$ cat src/logic/rtcs_regs.vh
// register map, bus constants and divider timing for the calendar clock serial slave
`ifndef RTCS_REGS_VH
`define RTCS_REGS_VH

`define RTCS_SLAVE_ADDR 7'h68
`define RTCS_ADDR_SEC 4'h0
`define RTCS_ADDR_CTRL 4'h7
`define RTCS_ADDR_CHARGE 4'h8
`define RTCS_ADDR_FLAG 4'h9
`define RTCS_ADDR_LAST_CLOCK 4'h7
`define RTCS_ADDR_LAST 4'h9
`define RTCS_PTR_RESET 4'h0
`define RTCS_LAST_BIT 4'h7
`define RTCS_ACK_BIT 4'h8

`define RTCS_SEC_OSC_DIS_BIT 7
`define RTCS_FLAG_OSF_BIT 7
`define RTCS_CTRL_OUT_BIT 7
`define RTCS_CTRL_FT_BIT 6
`define RTCS_CTRL_SIGN_BIT 5
`define RTCS_CTRL_RESET 8'h80
`define RTCS_CHARGE_RESET 8'h00
`define RTCS_CHARGE_KEY 4'hA
`define RTCS_FLAG_RESET 8'h80

`define RTCS_DIODE_NONE 2'h1
`define RTCS_DIODE_ONE 2'h2
`define RTCS_RES_OFF 2'h0

`define RTCS_TRIM_CYCLE_MIN 6'h3F
`define RTCS_TRIM_MAX_MIN 6'h3D
`define RTCS_SEC_PER_MIN 6'h3B
`define RTCS_DIV_LOW_WRAP 8'hFF
`define RTCS_DIV_HIGH_WRAP 7'h7F
`define RTCS_BLANK_CYCLES 9'h080
`define RTCS_INSERT_CYCLES 9'h100
`define RTCS_FT_TAP 5

`endif

$ cat src/logic/rtcs_trim_divider.v
// oscillator divider chain with rate trim at the divide-by-256 stage
`timescale 1ns/1ps
`include "rtcs_regs.vh"
module rtcs_trim_divider (
  input wire ref_clk,
  input wire rst_b,
  input wire osc_tick,
  input wire div_clear,
  input wire [4:0] trim_magnitude,
  input wire trim_sign,
  output reg ft_square_ff,
  output reg sec_pulse_ff
);

////////////////////////////////////////////////////////////////////////
reg [7:0] low_ff;
reg [6:0] high_ff;
reg [5:0] sec_ff;
reg [5:0] min_ff;
reg [8:0] adj_ff;
reg adj_used_ff;
reg [7:0] nxt_low;
reg [6:0] high_add;
reg [8:0] low_sum;
wire adj_window;
wire adj_active;
wire insert_tick;
wire blank_tick;
wire stage_wrap;

// adjust allowed only in first 2N minutes, of at most 62
assign adj_window = (min_ff < {trim_magnitude, 1'b0}) && (min_ff <= `RTCS_TRIM_MAX_MIN) && !adj_used_ff;
assign adj_active = osc_tick && (adj_ff != 9'h000);
assign insert_tick = adj_active && trim_sign;
assign blank_tick = adj_active && !trim_sign;

// inserted ticks count twice at the 256 stage, blanked ones not at all
always @* begin
  low_sum = {1'b0, low_ff} + {7'h00, insert_tick, osc_tick && !blank_tick && !insert_tick};
  nxt_low = low_sum[7:0];
  high_add = {6'h00, low_sum[8]};
end
assign stage_wrap = low_sum[8] && (high_ff == `RTCS_DIV_HIGH_WRAP);

////////////////////////////////////////////////////////////////////////
always @(posedge ref_clk) begin
  if (!rst_b || div_clear) begin
    low_ff <= 8'h00;
    high_ff <= 7'h00;
    sec_ff <= 6'h00;
    min_ff <= 6'h00;
    adj_ff <= 9'h000;
    adj_used_ff <= 1'b0;
    sec_pulse_ff <= 1'b0;
  end else begin
    sec_pulse_ff <= 1'b0;
    low_ff <= nxt_low;
    high_ff <= high_ff + high_add;
    if (adj_active) begin
      adj_ff <= adj_ff - 9'h001;
    end
    if (stage_wrap) begin
      sec_pulse_ff <= 1'b1;
      if (adj_window && trim_magnitude != 5'h00) begin
        adj_ff <= trim_sign ? `RTCS_INSERT_CYCLES : `RTCS_BLANK_CYCLES;
        adj_used_ff <= 1'b1;
      end
      if (sec_ff == `RTCS_SEC_PER_MIN) begin
        sec_ff <= 6'h00;
        adj_used_ff <= 1'b0;
        min_ff <= (min_ff == `RTCS_TRIM_CYCLE_MIN) ? 6'h00 : min_ff + 6'h01;
      end else begin
        sec_ff <= sec_ff + 6'h01;
      end
    end
  end
end

// test square wave from an untrimmed free count
reg [`RTCS_FT_TAP:0] ft_cnt_ff;
always @(posedge ref_clk) begin
  if (!rst_b || div_clear) begin
    ft_cnt_ff <= {(`RTCS_FT_TAP + 1){1'b0}};
    ft_square_ff <= 1'b0;
  end else begin
    if (osc_tick) begin
      ft_cnt_ff <= ft_cnt_ff + 1'b1;
    end
    ft_square_ff <= ft_cnt_ff[`RTCS_FT_TAP];
  end
end

endmodule

$ cat src/logic/rtcs_serial_slave.v
// two-wire slave with control, charge-select and oscillator halt flag registers
`timescale 1ns/1ps
`include "rtcs_regs.vh"
module rtcs_serial_slave (
  input wire ref_clk,
  input wire rst_b,
  input wire scl_in,
  input wire sda_in,
  output wire sda_out,
  output wire sda_oe,
  input wire osc_clk_in,
  input wire osc_running_in,
  output reg test_output_pin,
  output reg charge_enable,
  output reg diode_select_field,
  output reg [1:0] resistor_select_field,
  output reg osc_disable_bit,
  output reg sec_pulse,
  output reg [7:0] time_wr_data,
  output reg [3:0] time_wr_addr,
  output reg time_wr_strobe,
  input wire [7:0] time_rd_data,
  output wire [3:0] time_rd_addr
);

////////////////////////////////////////////////////////////////////////
// two-stage synchronisers for pins and oscillator
reg [1:0] scl_sync_ff;
reg [1:0] sda_sync_ff;
reg [1:0] osc_sync_ff;
reg [1:0] run_sync_ff;
reg scl_d_ff;
reg sda_d_ff;
reg osc_d_ff;
reg run_d_ff;

always @(posedge ref_clk) begin
  if (!rst_b) begin
    scl_sync_ff <= 2'h3;
    sda_sync_ff <= 2'h3;
    osc_sync_ff <= 2'h0;
    run_sync_ff <= 2'h0;
    scl_d_ff <= 1'b1;
    sda_d_ff <= 1'b1;
    osc_d_ff <= 1'b0;
    run_d_ff <= 1'b0;
  end else begin
    scl_sync_ff <= {scl_sync_ff[0], scl_in};
    sda_sync_ff <= {sda_sync_ff[0], sda_in};
    osc_sync_ff <= {osc_sync_ff[0], osc_clk_in};
    run_sync_ff <= {run_sync_ff[0], osc_running_in};
    scl_d_ff <= scl_sync_ff[1];
    sda_d_ff <= sda_sync_ff[1];
    osc_d_ff <= osc_sync_ff[1];
    run_d_ff <= run_sync_ff[1];
  end
end

wire scl_s = scl_sync_ff[1];
wire sda_s = sda_sync_ff[1];
// 100 MHz sampling leaves wide margin at 100kHz and 400kHz
wire scl_rise = scl_s && !scl_d_ff;
wire scl_fall = !scl_s && scl_d_ff;
wire start_cond = scl_s && scl_d_ff && !sda_s && sda_d_ff;
wire stop_cond = scl_s && scl_d_ff && sda_s && !sda_d_ff;
wire osc_tick = osc_sync_ff[1] && !osc_d_ff;
wire osc_stop_edge = !run_sync_ff[1] && run_d_ff;

////////////////////////////////////////////////////////////////////////
localparam ST_IDLE = 3'h0;
localparam ST_ADDR = 3'h1;
localparam ST_ACK = 3'h2;
localparam ST_RX = 3'h3;
localparam ST_TX = 3'h4;
localparam ST_MACK = 3'h5;

reg [2:0] state_ff;
reg [2:0] nxt_state;
reg [3:0] bit_cnt_ff;
reg [7:0] shift_ff;
reg [3:0] ptr_ff;
reg read_ff;
reg first_byte_ff;
reg sda_drive_ff;
reg ack_next_ff;
reg [7:0] ctrl_ff;
reg [7:0] charge_ff;
reg osf_ff;
reg ctrl_wr_ff;
reg [3:0] ptr_inc;
localparam [7:0] FLAG_RST_VAL = `RTCS_FLAG_RESET;

// pointer advance with wrap
always @* begin
  if (ptr_ff == `RTCS_ADDR_LAST_CLOCK) begin
    ptr_inc = `RTCS_PTR_RESET;
  end else if (ptr_ff >= `RTCS_ADDR_LAST) begin
    ptr_inc = `RTCS_PTR_RESET;
  end else begin
    ptr_inc = ptr_ff + 4'h1;
  end
end

reg [7:0] rd_mux;
always @* begin
  case (ptr_ff)
    `RTCS_ADDR_CTRL: rd_mux = ctrl_ff;
    `RTCS_ADDR_CHARGE: rd_mux = charge_ff;
    `RTCS_ADDR_FLAG: rd_mux = {osf_ff, 7'h00};
    default: rd_mux = time_rd_data;
  endcase
end
assign time_rd_addr = ptr_ff;

////////////////////////////////////////////////////////////////////////
// byte engine, stepped on bus clock edges
wire byte_done = scl_rise && bit_cnt_ff == `RTCS_LAST_BIT;
wire [7:0] rx_byte = {shift_ff[6:0], sda_s};
wire wr_data = (state_ff == ST_RX) && byte_done && !first_byte_ff;

always @(posedge ref_clk) begin
  if (!rst_b) begin
    state_ff <= ST_IDLE;
    bit_cnt_ff <= 4'h0;
    shift_ff <= 8'h00;
    ptr_ff <= `RTCS_PTR_RESET;
    read_ff <= 1'b0;
    first_byte_ff <= 1'b0;
    sda_drive_ff <= 1'b0;
    ack_next_ff <= 1'b0;
    time_wr_strobe <= 1'b0;
    time_wr_addr <= 4'h0;
    time_wr_data <= 8'h00;
  end else begin
    time_wr_strobe <= 1'b0;
    if (start_cond) begin
      state_ff <= ST_ADDR;
      bit_cnt_ff <= 4'h0;
      sda_drive_ff <= 1'b0;
    end else if (stop_cond) begin
      state_ff <= ST_IDLE;
      sda_drive_ff <= 1'b0;
    end else begin
      case (state_ff)
        ST_ADDR, ST_RX: begin
          if (scl_rise) begin
            shift_ff <= rx_byte;
            bit_cnt_ff <= bit_cnt_ff + 4'h1;
          end
          if (byte_done && state_ff == ST_ADDR) begin
            if (rx_byte[7:1] == `RTCS_SLAVE_ADDR) begin
              read_ff <= rx_byte[0];
              first_byte_ff <= !rx_byte[0];
              ack_next_ff <= 1'b1;
            end else begin
              state_ff <= ST_IDLE;
            end
          end
          if (byte_done && state_ff == ST_RX) begin
            ack_next_ff <= 1'b1;
            if (first_byte_ff) begin
              ptr_ff <= rx_byte[3:0];
              first_byte_ff <= 1'b0;
            end else begin
              time_wr_strobe <= (ptr_ff < `RTCS_ADDR_CTRL);
              time_wr_addr <= ptr_ff;
              time_wr_data <= rx_byte;
              ptr_ff <= ptr_inc;
            end
          end
          if (scl_fall && ack_next_ff) begin
            ack_next_ff <= 1'b0;
            sda_drive_ff <= 1'b1;
            state_ff <= ST_ACK;
          end
        end
        ST_ACK: begin
          if (scl_fall) begin
            bit_cnt_ff <= 4'h0;
            if (read_ff) begin
              // read begins at pointer left by last access
              shift_ff <= rd_mux;
              sda_drive_ff <= !rd_mux[7];
              state_ff <= ST_TX;
            end else begin
              sda_drive_ff <= 1'b0;
              state_ff <= ST_RX;
            end
          end
        end
        ST_TX: begin
          if (scl_rise) begin
            bit_cnt_ff <= bit_cnt_ff + 4'h1;
          end
          if (scl_fall) begin
            if (bit_cnt_ff == `RTCS_ACK_BIT) begin
              sda_drive_ff <= 1'b0;
              ptr_ff <= ptr_inc;
              state_ff <= ST_MACK;
            end else begin
              shift_ff <= {shift_ff[6:0], 1'b0};
              sda_drive_ff <= !shift_ff[6];
            end
          end
        end
        ST_MACK: begin
          if (scl_rise) begin
            // master nack ends the read with the line released
            if (sda_s) begin
              state_ff <= ST_IDLE;
            end else begin
              state_ff <= ST_ACK;
            end
          end
        end
        default: state_ff <= ST_IDLE;
      endcase
    end
  end
end

assign sda_out = 1'b0;
assign sda_oe = sda_drive_ff;

////////////////////////////////////////////////////////////////////////
// special-purpose registers
wire wr_ctrl = wr_data && ptr_ff == `RTCS_ADDR_CTRL;
wire wr_charge = wr_data && ptr_ff == `RTCS_ADDR_CHARGE;
wire wr_flag = wr_data && ptr_ff == `RTCS_ADDR_FLAG;
wire wr_sec = wr_data && ptr_ff == `RTCS_ADDR_SEC;

always @(posedge ref_clk) begin
  if (!rst_b) begin
    ctrl_ff <= `RTCS_CTRL_RESET;
    charge_ff <= `RTCS_CHARGE_RESET;
    osf_ff <= FLAG_RST_VAL[`RTCS_FLAG_OSF_BIT];
    osc_disable_bit <= 1'b0;
    ctrl_wr_ff <= 1'b0;
  end else begin
    ctrl_wr_ff <= wr_ctrl;
    if (wr_ctrl) begin
      ctrl_ff <= rx_byte;
    end
    if (wr_charge) begin
      charge_ff <= rx_byte;
    end
    if (wr_sec) begin
      osc_disable_bit <= rx_byte[`RTCS_SEC_OSC_DIS_BIT];
    end
    // a stop event wins over a same-cycle clear
    if (osc_stop_edge || (wr_sec && rx_byte[`RTCS_SEC_OSC_DIS_BIT])) begin
      osf_ff <= 1'b1;
    end else if (wr_flag && !rx_byte[`RTCS_FLAG_OSF_BIT]) begin
      osf_ff <= 1'b0;
    end
  end
end

////////////////////////////////////////////////////////////////////////
// charger decode
reg key_ok;
reg diode_ok;
reg res_ok;
always @* begin
  key_ok = charge_ff[7:4] == `RTCS_CHARGE_KEY;
  res_ok = charge_ff[1:0] != `RTCS_RES_OFF;
  case (charge_ff[3:2])
    `RTCS_DIODE_NONE: diode_ok = 1'b1;
    `RTCS_DIODE_ONE: diode_ok = 1'b1;
    default: diode_ok = 1'b0;
  endcase
end

always @(posedge ref_clk) begin
  if (!rst_b) begin
    charge_enable <= 1'b0;
    diode_select_field <= 1'b0;
    resistor_select_field <= 2'h0;
  end else begin
    charge_enable <= key_ok && diode_ok && res_ok;
    diode_select_field <= charge_ff[3:2] == `RTCS_DIODE_ONE;
    resistor_select_field <= charge_ff[1:0];
  end
end

////////////////////////////////////////////////////////////////////////
wire ft_square;
wire div_sec_pulse;

rtcs_trim_divider u_div (
  .ref_clk(ref_clk),
  .rst_b(rst_b),
  .osc_tick(osc_tick && !osc_disable_bit),
  .div_clear(ctrl_wr_ff || wr_sec),
  .trim_magnitude(ctrl_ff[4:0]),
  .trim_sign(ctrl_ff[`RTCS_CTRL_SIGN_BIT]),
  .ft_square_ff(ft_square),
  .sec_pulse_ff(div_sec_pulse)
);

always @(posedge ref_clk) begin
  if (!rst_b) begin
    test_output_pin <= 1'b1;
    sec_pulse <= 1'b0;
  end else begin
    if (ctrl_ff[`RTCS_CTRL_FT_BIT]) begin
      test_output_pin <= ft_square;
    end else begin
      test_output_pin <= ctrl_ff[`RTCS_CTRL_OUT_BIT];
    end
    sec_pulse <= div_sec_pulse;
  end
end

endmodule

$ cat config.mk
export PLATFORM = sky130hd
export DESIGN_NAME = rtcs_serial_slave
export DESIGN_NICKNAME = d
export VERILOG_FILES = /design/src/logic/rtcs_trim_divider.v /design/src/logic/rtcs_serial_slave.v
export VERILOG_INCLUDE_DIRS = /design/src /design/src/logic
export SDC_FILE = /design/constraint.sdc
export NUM_CORES = 1
export LEC_CHECK = 0
export BUFFER_PORTS_ARGS = -buffer_cell sky130_fd_sc_hd__buf_2
export CAP_MARGIN = 15
export CORE_MARGIN = 2
export CORE_UTILIZATION = 40
export CTS_CLUSTER_DIAMETER = 150
export CTS_CLUSTER_SIZE = 20
export DETAILED_ROUTE_END_ITERATION = 12
export GPL_TIMING_DRIVEN = 0
export SLEW_MARGIN = 20
export SYNTH_ARGS = -nofsm -noshare
export SYNTH_HDL_FRONTEND = slang
export SYNTH_SLANG_ARGS = --single-unit
export TNS_END_PERCENT = 20
$ cat constraint.sdc
create_clock -name ref_clk -period 3.5 [get_ports ref_clk]
set_input_delay 0.525 -clock ref_clk [delete_from_list [all_inputs] [get_ports ref_clk]]
set_output_delay 0.525 -clock ref_clk [all_outputs]
set_load 0.02 [all_outputs]
==> impl_results.md, run 1 <==
* Clock power frac at 52.8%
* Synth warn at 0
* Worst r2r dst: u_div.min_ff[5]
* Total iterations of the first detailed-routing run at 7
* Dpl cell area at a little under 6000 sq um
* Tcrit/Tclk final at 95.6%
* PnR worst setup slack at between 150 and 200 ps
* Finished Layout Cells at 882
* CTS tree: yes
* Setup violators final at 0
* Clock slew at reported path FFs at 50 ps
* Post-Synthesis Net Count at 668
* Switching power of the nets at 0.611 mW
* Critical Path AT at approximately 3700 ps
* PortBufs at 38
* Post-Route WL at approximately 13 mm
* CTS max path bufs at 2
* Design Power at 3.01 mW
* Reg power frac at between 40 and 50%
* Placed insts at between 800 and 900
* Worst slack at placement at -277 ps
* Synthesized instance count at roughly 630
* CTS H-tree depth at 4
* Outcome: completed
* Die Height at 122 um
* Slowest stage delay, CP at 500 ps
* Antenna violations before repair at 1
* Fraction of registers with async set/reset at 0%
* Post-DP HPWL at 9.56 mm
* Area grow syn2layout at 18.9%
* Fmax at ~0.30 GHz
* Cts bufs inserted at 17
* CP required at 3840 ps
* Initial core utilization at around two fifths
* Wire per inst at 15.0 um
* Synth cell types at 69
* CP Depth at 13
* Switching share of power at 20.3%
* Post-synthesis sequential area ratio at roughly 42%
* GRT Resource Usage Total at 18.9%
* Final core occ at 49.2%
* Worst path slowest cell: or4_1
* Combinational share of power at 2.4%
* Cell Area, Synth at 5530 sq um
* Int Power at 2.40 mW
* Pleak at 2.59 nW
* VDD IR max at 0.375 mV
* Share of cells above drive strength 1 at 14.2%
* Worst reg2reg path depth at 13
* Startpoint Class: flip-flop
* Fin. max-slew vios at 0
* Most frequent cells in the layout: 117 x dfxtp_1, 74 x nand2_1, 58 x nor2_1, 47 x buf_2, 36 x a21oi_1
* Hold Path Class: in -> reg
* WHS Endpoint: scl_sync_ff[0]
* Routed Antenna Nets at 0
* Cell Rows at 42
* Final instance area at 6570 sq um
* Die Span X at between 100 and 150 um
* I/O pin count at 40
* Die area at about 15000 sq um
* Critical Path Sink Type: flip-flop
* HP Start: scl_in
* Worst skew pair latency at 410 ps
* WS Path Type: reg -> reg
* Reg2reg setup slack at approximately 150 ps
* Synth Register Bits at ~120
* First-pass GRT wire length at between 20 and 25 mm
* DRC errors left at 0
* GPL Wtd Cong at 0.899
* CTS Sinks at 117
* Buf/Inv on CP at 2
* TNS Setup at 0 ps
* Avg Synthesized Cell Area at 8.74 sq um
* Final net count at 731
* DRT iter0 DRCs at 320
* Final Hold Viols at 0
* Max cap viols at 0
* CTS root buf: clkbuf_16
* CP top delay family: simple AND/OR/NAND/NOR gates
* Commonest non-fill, non-tap cell in the layout: dfxtp_1
* Number of global-route vias before repair at 4494
* Maximum number of pins on one net before global-route repair at 17
* Slew margin rel. at a little over half
* Hold depth at 2
* Maximum fanout along the worst path at 8
* Crit-path most repeated cell: inv_1
* Worst-Margin Slew at 689 ps
* Core area at around 13000 sq um
* Most used DFF post-synth: dfxtp_1
* Post-synth EDFFs at 0
* Reg-to-reg critical path startpoint: u_div.adj_ff[0]
* Cells along the critical path: inv_1 > ha_1 > nor4b_4 > and2_4 > and3_1 > ha_2 > inv_1 > fa_2 > nand3b_1 > nor4_4 > nand2_2 > or4_1 > a21oi_1
* Via-per-instance ratio at 5.29
* P per Cell Area at about 460 nW/um^2
* Vias at 4663
* Minimum clock period at 3350 ps
* GRT overflow at 0
* Setup Skew at 8.18 ps
* Fin Hold WS at 299 ps
[cells by family (layout without fill, tap and decap cells)]
| logic type | count (synthesis) | count (layout) | share of synthesized area (%) |
|---|---|---|---|
| AOI/OAI and AO/OA | 121 | 121 | 14.9 |
| xor gates and xnor gates | 27 | 27 | 4.28 |
| adders and majority gates | 22 | 22 | 5.12 |
| buffers and inverters | 54 | 127 | 3.94 |
| DFF | 117 | 117 | 42.4 |
| muxes | 19 | 19 | 3.46 |
| other | 1 | 2 | 0.0679 |
| and+or+nand+nor | 271 | 271 | 25.9 |
[Yosys cell counts (11+ instances only)]
library cell / count / area [sq um]
dfxtp_1: 117 / 2340
o21ai_0: 11 / 55.1
nand3_1: 15 / 75.1
ha_1: 21 / 263
and2_1: 20 / 125
clkbuf_1: 17 / 63.8
nor2b_1: 24 / 150
nand4_1: 12 / 75.1
mux2i_1: 18 / 180
a21oi_1: 36 / 180
a21boi_0: 14 / 105
nand2_1: 75 / 282
nor2_1: 58 / 218
xor2_1: 17 / 149
inv_1: 26 / 97.6
nand2b_1: 13 / 81.3
[metal layers]
| metal | share of wire (%) | up-vias | global-route usage [%] |
|---|---|---|---|
| met5 | 0 | - | 0 |
| met2 | 47 | 115 | 30.9 |
| met3 | 5.8 | 25 | 5.66 |
| li1 | - | 2332 | - |
| met1 | 44 | 2191 | 23.1 |
| met4 | 2.4 | 0 | 8.76 |
[power groups by stage]
stage	sequential, mW	clock (mW)	combinational, mW
after floorplan	1.37	0	0.0460
after global placement	1.37	0	0.0719
after detailed placement	1.37	0	0.0722
after CTS	1.35	1.62	0.0728
after global routing	1.35	1.68	0.0809
final	1.35	1.59	0.0728
[what timing repair did]
action                                  CTS  global route
setup buffers                             0             6
hold endpoints to repair                  0             0
pin swaps                                 1             4
hold buffers                              0             0
resized for setup                         3            10
endpoints found under the setup margin   21            15
[final cells by class]
type | count | area (sq um)
antenna | 1 | 2.50
buffer | 28 | 124
clock buffer | 24 | 492
clock inverter | 5 | 50.0
fill | 1276 | 6780
inverter | 26 | 97.6
multi-input combinational | 461 | 3010
sequential | 117 | 2340
tap | 176 | 220
timing repair buffer | 44 | 235
[flip-flops by register name, summed over array words and instances, names as in the netlist, 6 cells and up]
name             cells
shift_ff             7
u_div.high_ff        7
u_div.low_ff         8
time_wr_data         8
charge_ff            8
u_div.adj_ff         9
ctrl_ff              8
u_div.ft_cnt_ff      6
u_div.sec_ff         6
u_div.min_ff         6
[worst max path at each step]
stage | to | slack [ps] | from
2_1_floorplan | u_div.min_ff[3] | 250 | u_div.adj_ff[0]
3_3_place_gp | u_div.min_ff[3] | -160 | u_div.adj_ff[0]
3_5_place_dp | u_div.adj_ff[1] | -280 | u_div.adj_ff[0]
4_1_cts | u_div.min_ff[3] | 80 | u_div.adj_ff[0]
5_1_grt | u_div.min_ff[5] | -9 | u_div.adj_ff[0]
6_report | u_div.min_ff[5] | 150 | u_div.adj_ff[0]
Note: power is estimated with default switching activity, not from simulation.
==> run 2, diff against run 1 <==
--- a/config.mk
+++ b/config.mk
@@ -6,10 +6,12 @@
 export SDC_FILE = /design/constraint.sdc
 export NUM_CORES = 1
 export LEC_CHECK = 0
+export ABC_CLOCK_PERIOD_IN_PS = 3500
 export BUFFER_PORTS_ARGS = -buffer_cell sky130_fd_sc_hd__buf_2
 export CAP_MARGIN = 15
 export CORE_MARGIN = 2
 export CORE_UTILIZATION = 40
+export CTS_BUF_LIST = sky130_fd_sc_hd__clkbuf_4 sky130_fd_sc_hd__clkbuf_8
 export CTS_CLUSTER_DIAMETER = 150
 export CTS_CLUSTER_SIZE = 20
 export DETAILED_ROUTE_END_ITERATION = 12
==> constraint.sdc (replaced) <==
create_clock -name ref_clk -period 3.5 [get_ports ref_clk]
set_input_delay 0.525 -clock ref_clk [delete_from_list [all_inputs] [get_ports ref_clk]]
set_output_delay 0.525 -clock ref_clk [all_outputs]
set_load 0.005 [all_outputs]
==> impl_results.md, run 2 (synthesized netlist as in run 1, its figures left out) <==
* Final Hold Viols at 0
* Post-Route WL at 13.1 mm
* GRT overflow at 0
* PortBufs at 38
* Commonest non-fill, non-tap cell in the layout: dfxtp_1
* Critical Path AT at 3700 ps
* Maximum number of pins on one net before global-route repair at 17
* Post-DP HPWL at 9.56 mm
* TNS Setup at 0 ps
* Pleak at 2.51 nW
* Cts bufs inserted at 17
* Clock slew at reported path FFs at 60 ps
* Max cap viols at 0
* Final core occ at 47.9%
* Largest register FFs at 9
* Setup crit start: u_div.adj_ff[0]
* CP top delay family: simple AND/OR/NAND/NOR gates
* Reg2reg setup slack at 160 ps
* Worst skew pair latency at 440 ps
* Worst r2r dst: u_div.min_ff[5]
* Buf/Inv on CP at 2
* Cells along the critical path: inv_1 > ha_1 > nor4b_4 > and2_4 > and3_1 > ha_2 > inv_1 > fa_2 > nand3b_1 > nor4_4 > nand2_2 > or4_1 > a21oi_1
* Die Height at around 120 um
* Tcrit/Tclk final at 95.3%
* VDD IR max at 0.324 mV
* CP required at 3860 ps
* Fin. max-slew vios at 0
* Reg-to-reg critical path startpoint: u_div.adj_ff[0]
* Setup violators final at 0
* Placed insts at 846
* Initial core utilization at 41.4%
* Final instance area at 6390 sq um
* P per Cell Area at between 400 and 500 nW/um^2
* Via-per-instance ratio at 5.22
* Fillers at between 1000 and 1500
* Routed Antenna Nets at 0
* CP Depth at 13
* Die area at 14800 sq um
* Outcome: completed
* Final net count at 731
* CTS H-tree depth at 4
* Fin Hold WS at 275 ps
* Setup Skew at 9.18 ps
* Hold Path Class: in -> reg
* WS Path Type: reg -> reg
* Dpl cell area at 5940 sq um
* CTS root buf: clkbuf_8
* Startpoint Class: flip-flop
* Worst Setup EP: u_div.min_ff[5]
* Most frequent cells in the layout: 117 x dfxtp_1, 74 x nand2_1, 58 x nor2_1, 47 x buf_2, 36 x a21oi_1
* Worst path slowest cell: or4_1
* Minimum clock period at about 3300 ps
* First-pass GRT wire length at 21.7 mm
* Antenna violations before repair at 1
* Slew margin rel. at between 50% and 60%
* DRC errors left at 0
* Finished Layout Cells at 882
* PnR worst setup slack at 164 ps
* Core area at between 10000 and 15000 sq um
* Crit-path most repeated cell: inv_1
* Die Span X at 122 um
* Number of global-route vias before repair at 4479
* CTS max path bufs at 2
* Design Power at 2.56 mW
* GRT Resource Usage Total at 18.7%
* Area grow syn2layout at 15.6%
* Worst-Margin Slew at 748 ps
* Vias at 4600
* Top reg by flops: u_div.adj_ff
* Share of cells above drive strength 1 at 14.6%
* Slowest stage delay, CP at 500 ps
* Maximum fanout along the worst path at 8
* Worst reg2reg path depth at 13
* Worst slack at placement at -277 ps
* Total iterations of the first detailed-routing run at 5
* Cell Rows at 42
* CTS tree: yes
* I/O pin count at 40
* DRT iter0 DRCs at 333
* Wire per inst at 14.9 um
* CTS Sinks at 117
* Fmax at 0.300 GHz
* GPL Wtd Cong at 0.899
* Critical Path Sink Type: flip-flop
run 2: metal layers:
layer,global-route usage [%],part of all wire [%],wire (um),vias up
met5,0,0,0,-
met4,7.40,2.5,324,0
met3,5.24,5.8,761,25
met2,30.7,48,6230,119
met1,23.2,44,5800,2128
li1,-,-,-,2328
run 2: worst register-to-register path, stage by stage, from the launching register on:
cell and delay, ps:
dfxtp_1 340, inv_1 90, ha_1 160, nor4b_4 290, and2_4 210, and3_1 160, ha_2 180, inv_1 50
fa_2 340, nand3b_1 230, nor4_4 400, nand2_2 170, or4_1 500, a21oi_1 150
run 2: cell type report:
type	count	area, sq um	share of cell area, %
multi-input cells	461	3010	47.0
repair buffers	44	235	3.68
diodes	1	2.50	0.0392
flip-flops and latches	117	2340	36.7
plain buffers	28	124	1.94
clock buffers	24	312	4.88
inverters	26	97.6	1.53
clock inverters	5	50.0	0.783
well taps	176	220	3.45
run 2: worst min path at each step:
stage,startpoint,endpoint,slack [ps],cells past startpoint
floorplan,scl_sync_ff[0],scl_sync_ff[1],390,1
global placement,scl_sync_ff[0],scl_sync_ff[1],390,1
detailed placement,scl_sync_ff[0],scl_sync_ff[1],400,1
CTS,scl_in,scl_sync_ff[0],250,2
global route,sda_in,sda_sync_ff[0],260,2
finish,scl_in,scl_sync_ff[0],280,2
run 2: report_power, final:
| part | internal (mW) | switching (mW) |
|---|---|---|
| combinational | 0.0261 | 0.0461 |
| clock | 0.643 | 0.503 |
| sequential | 1.34 | 0.00484 |
| total | 2.01 | 0.554 |
run 2: repair_timing:
action,CTS,global route
setup buffers,0,6
pin swaps,1,3
setup endpoints to repair,21,15
gates resized for setup,3,9
hold buffers,0,0
==> run 3, diff against run 2 <==
--- a/config.mk
+++ b/config.mk
@@ -16,6 +16,7 @@
 export CTS_CLUSTER_SIZE = 20
 export DETAILED_ROUTE_END_ITERATION = 12
 export GPL_TIMING_DRIVEN = 0
+export REMOVE_ABC_BUFFERS = 1
 export SLEW_MARGIN = 20
 export SYNTH_ARGS = -nofsm -noshare
 export SYNTH_HDL_FRONTEND = slang
==> impl_results.md, run 3 (synthesized netlist as in run 1, its figures left out) <==
* Outcome: completed
* Max cap viols at 0
* Die area at 14800 sq um
* Worst reg2reg path depth at 13
* GR Util met2 at 29.2%
* Setup violators final at 0
* DRT iter0 DRCs at roughly 430
* Critical Path AT at 3670 ps
* Minimum clock period at approximately 3300 ps
* Post-Route WL at 12.4 mm
* GR Util met1 at 22.4%
* First-pass GRT wire length at 20.8 mm
* Commonest non-fill, non-tap cell in the layout: dfxtp_1
* GPL Wtd Cong at around 0.91
* Initial core utilization at 41.4%
* Final instance area at 6290 sq um
* Die Span X at 122 um
* Fmax at roughly 0.30 GHz
* GRT overflow at 0
* Total iterations of the first detailed-routing run at 5
* Routed Antenna Nets at 0
* CTS Sinks at 117
* Startpoint Class: flip-flop
* HP Start: sda_in
* VDD IR max at 0.255 mV
* Final net count at 703
* Cts bufs inserted at 17
* Top reg by flops: u_div.adj_ff
* Busiest grt layer: met2
* GRT Resource Usage Total at between 10% and 20%
* WS Path Type: reg -> reg
* Via-per-instance ratio at 5.27
* Share of cells above drive strength 1 at around 14%
* Slew margin rel. at between 20% and 30%
* PortBufs at 38
* WHS Endpoint: sda_sync_ff[0]
* Maximum fanout along the worst path at 7
* Hold Path Class: in -> reg
* Worst r2r dst: u_div.min_ff[5]
* Worst-Margin Slew at 1080 ps
* Vias at 4507
* DRC errors left at 0
* Largest register FFs at 9
* P per Cell Area at 406 nW/um^2
* Fin. max-slew vios at 0
* Number of global-route vias before repair at 4395
* Area grow syn2layout at 13.8%
* Most frequent cells in the layout: 117 x dfxtp_1, 74 x nand2_1, 58 x nor2_1, 37 x buf_2, 35 x a21oi_1
* CP required at 3850 ps
* Pleak at 2.44 nW
* Tcrit/Tclk final at 95.0%
* Maximum number of pins on one net before global-route repair at 69
* Cell Rows at 42
* Final Hold Viols at 0
* Reg-to-reg critical path startpoint: u_div.adj_ff[1]
* Dpl cell area at between 5000 and 6000 sq um
* Die Height at 122 um
* Post-DP HPWL at 8.60 mm
* Core area at 13300 sq um
* Reg2reg setup slack at 180 ps
* Worst skew pair latency at about 430 ps
* Antenna violations before repair at 0
* CTS root buf: clkbuf_8
* Hold depth at 2
* Clock slew at reported path FFs at 70 ps
* GR met3 Demand/Resource at under 10%
* CTS max path bufs at 2
* CTS H-tree depth at 4
* Setup Skew at 7.32 ps
* I/O pin count at 40
* CTS tree: yes
* Design Power at 2.55 mW
* # diodes at 0
* Critical Path Sink Type: flip-flop
* Wire per inst at 14.5 um
==> run 3: through the flow <==
stage	TNS [ps]	cells	hold WS, ps	util [%]	worst slack, ps
6_report	0	855	277	47.1	176
5_1_grt	-32.1	855	255	47.1	-32.1
4_1_cts	0	850	253	46.4	26.5
3_5_place_dp	-8490	818	391	43.6	-589
3_3_place_gp	-6560	818	391	43.6	-500
2_1_floorplan	-8.02	604	386	-	-8.02
==> run 3: worst max-delay path by stage <==
stage                       to  slack (ps)            start
5_1_grt        u_div.min_ff[5]         -30  u_div.adj_ff[1]
4_1_cts        u_div.min_ff[3]          30  u_div.adj_ff[1]
3_3_place_gp   u_div.min_ff[3]        -500  u_div.adj_ff[0]
3_5_place_dp   u_div.min_ff[5]        -590  u_div.adj_ff[0]
2_1_floorplan  u_div.min_ff[3]          -8  u_div.adj_ff[0]
6_report       u_div.min_ff[5]         180  u_div.adj_ff[1]
==> run 3: cell type report <==
cell class	count	area, sq um
Clock buffer	26	314
Clock inverter	5	50.0
Fill cell	1332	7060
Inverter	26	97.6
Multi-Input combinational cell	461	3020
Sequential cell	117	2340
Tap cell	176	220
Timing Repair Buffer	44	238
==> run 3: metal layers <==
| metal | vias up | share of wire (%) |
|---|---|---|
| met5 | - | 0 |
| met4 | 0 | 0.79 |
| met3 | 9 | 4.6 |
| met2 | 97 | 48 |
| met1 | 2132 | 46 |
| li1 | 2269 | - |
==> run 3: report_power, final <==
part           switching, mW  internal [mW]
clock                  0.497          0.645
sequential           0.00692           1.34
combinational         0.0394         0.0229
==> run 3: timing repair <==
action / in CTS / in global routing
setup buffers: 1 / 5
pin swaps: 1 / 3
gates resized for setup: 2 / 8
cloned: 0 / 0
hold buffers: 0 / 0
endpoints found under the setup margin: 23 / 12
==> run 3: critical path, cell delays in order, from the launching register on <==
cell,delay [ps]
dfxtp_1,330
inv_1,80
ha_1,150
nor4b_4,310
and2_4,210
and3_1,160
ha_1,170
inv_1,60
fa_2,350
nand3b_1,240
nor4_4,360
nand2_2,150
or4_1,520
a21oi_2,150
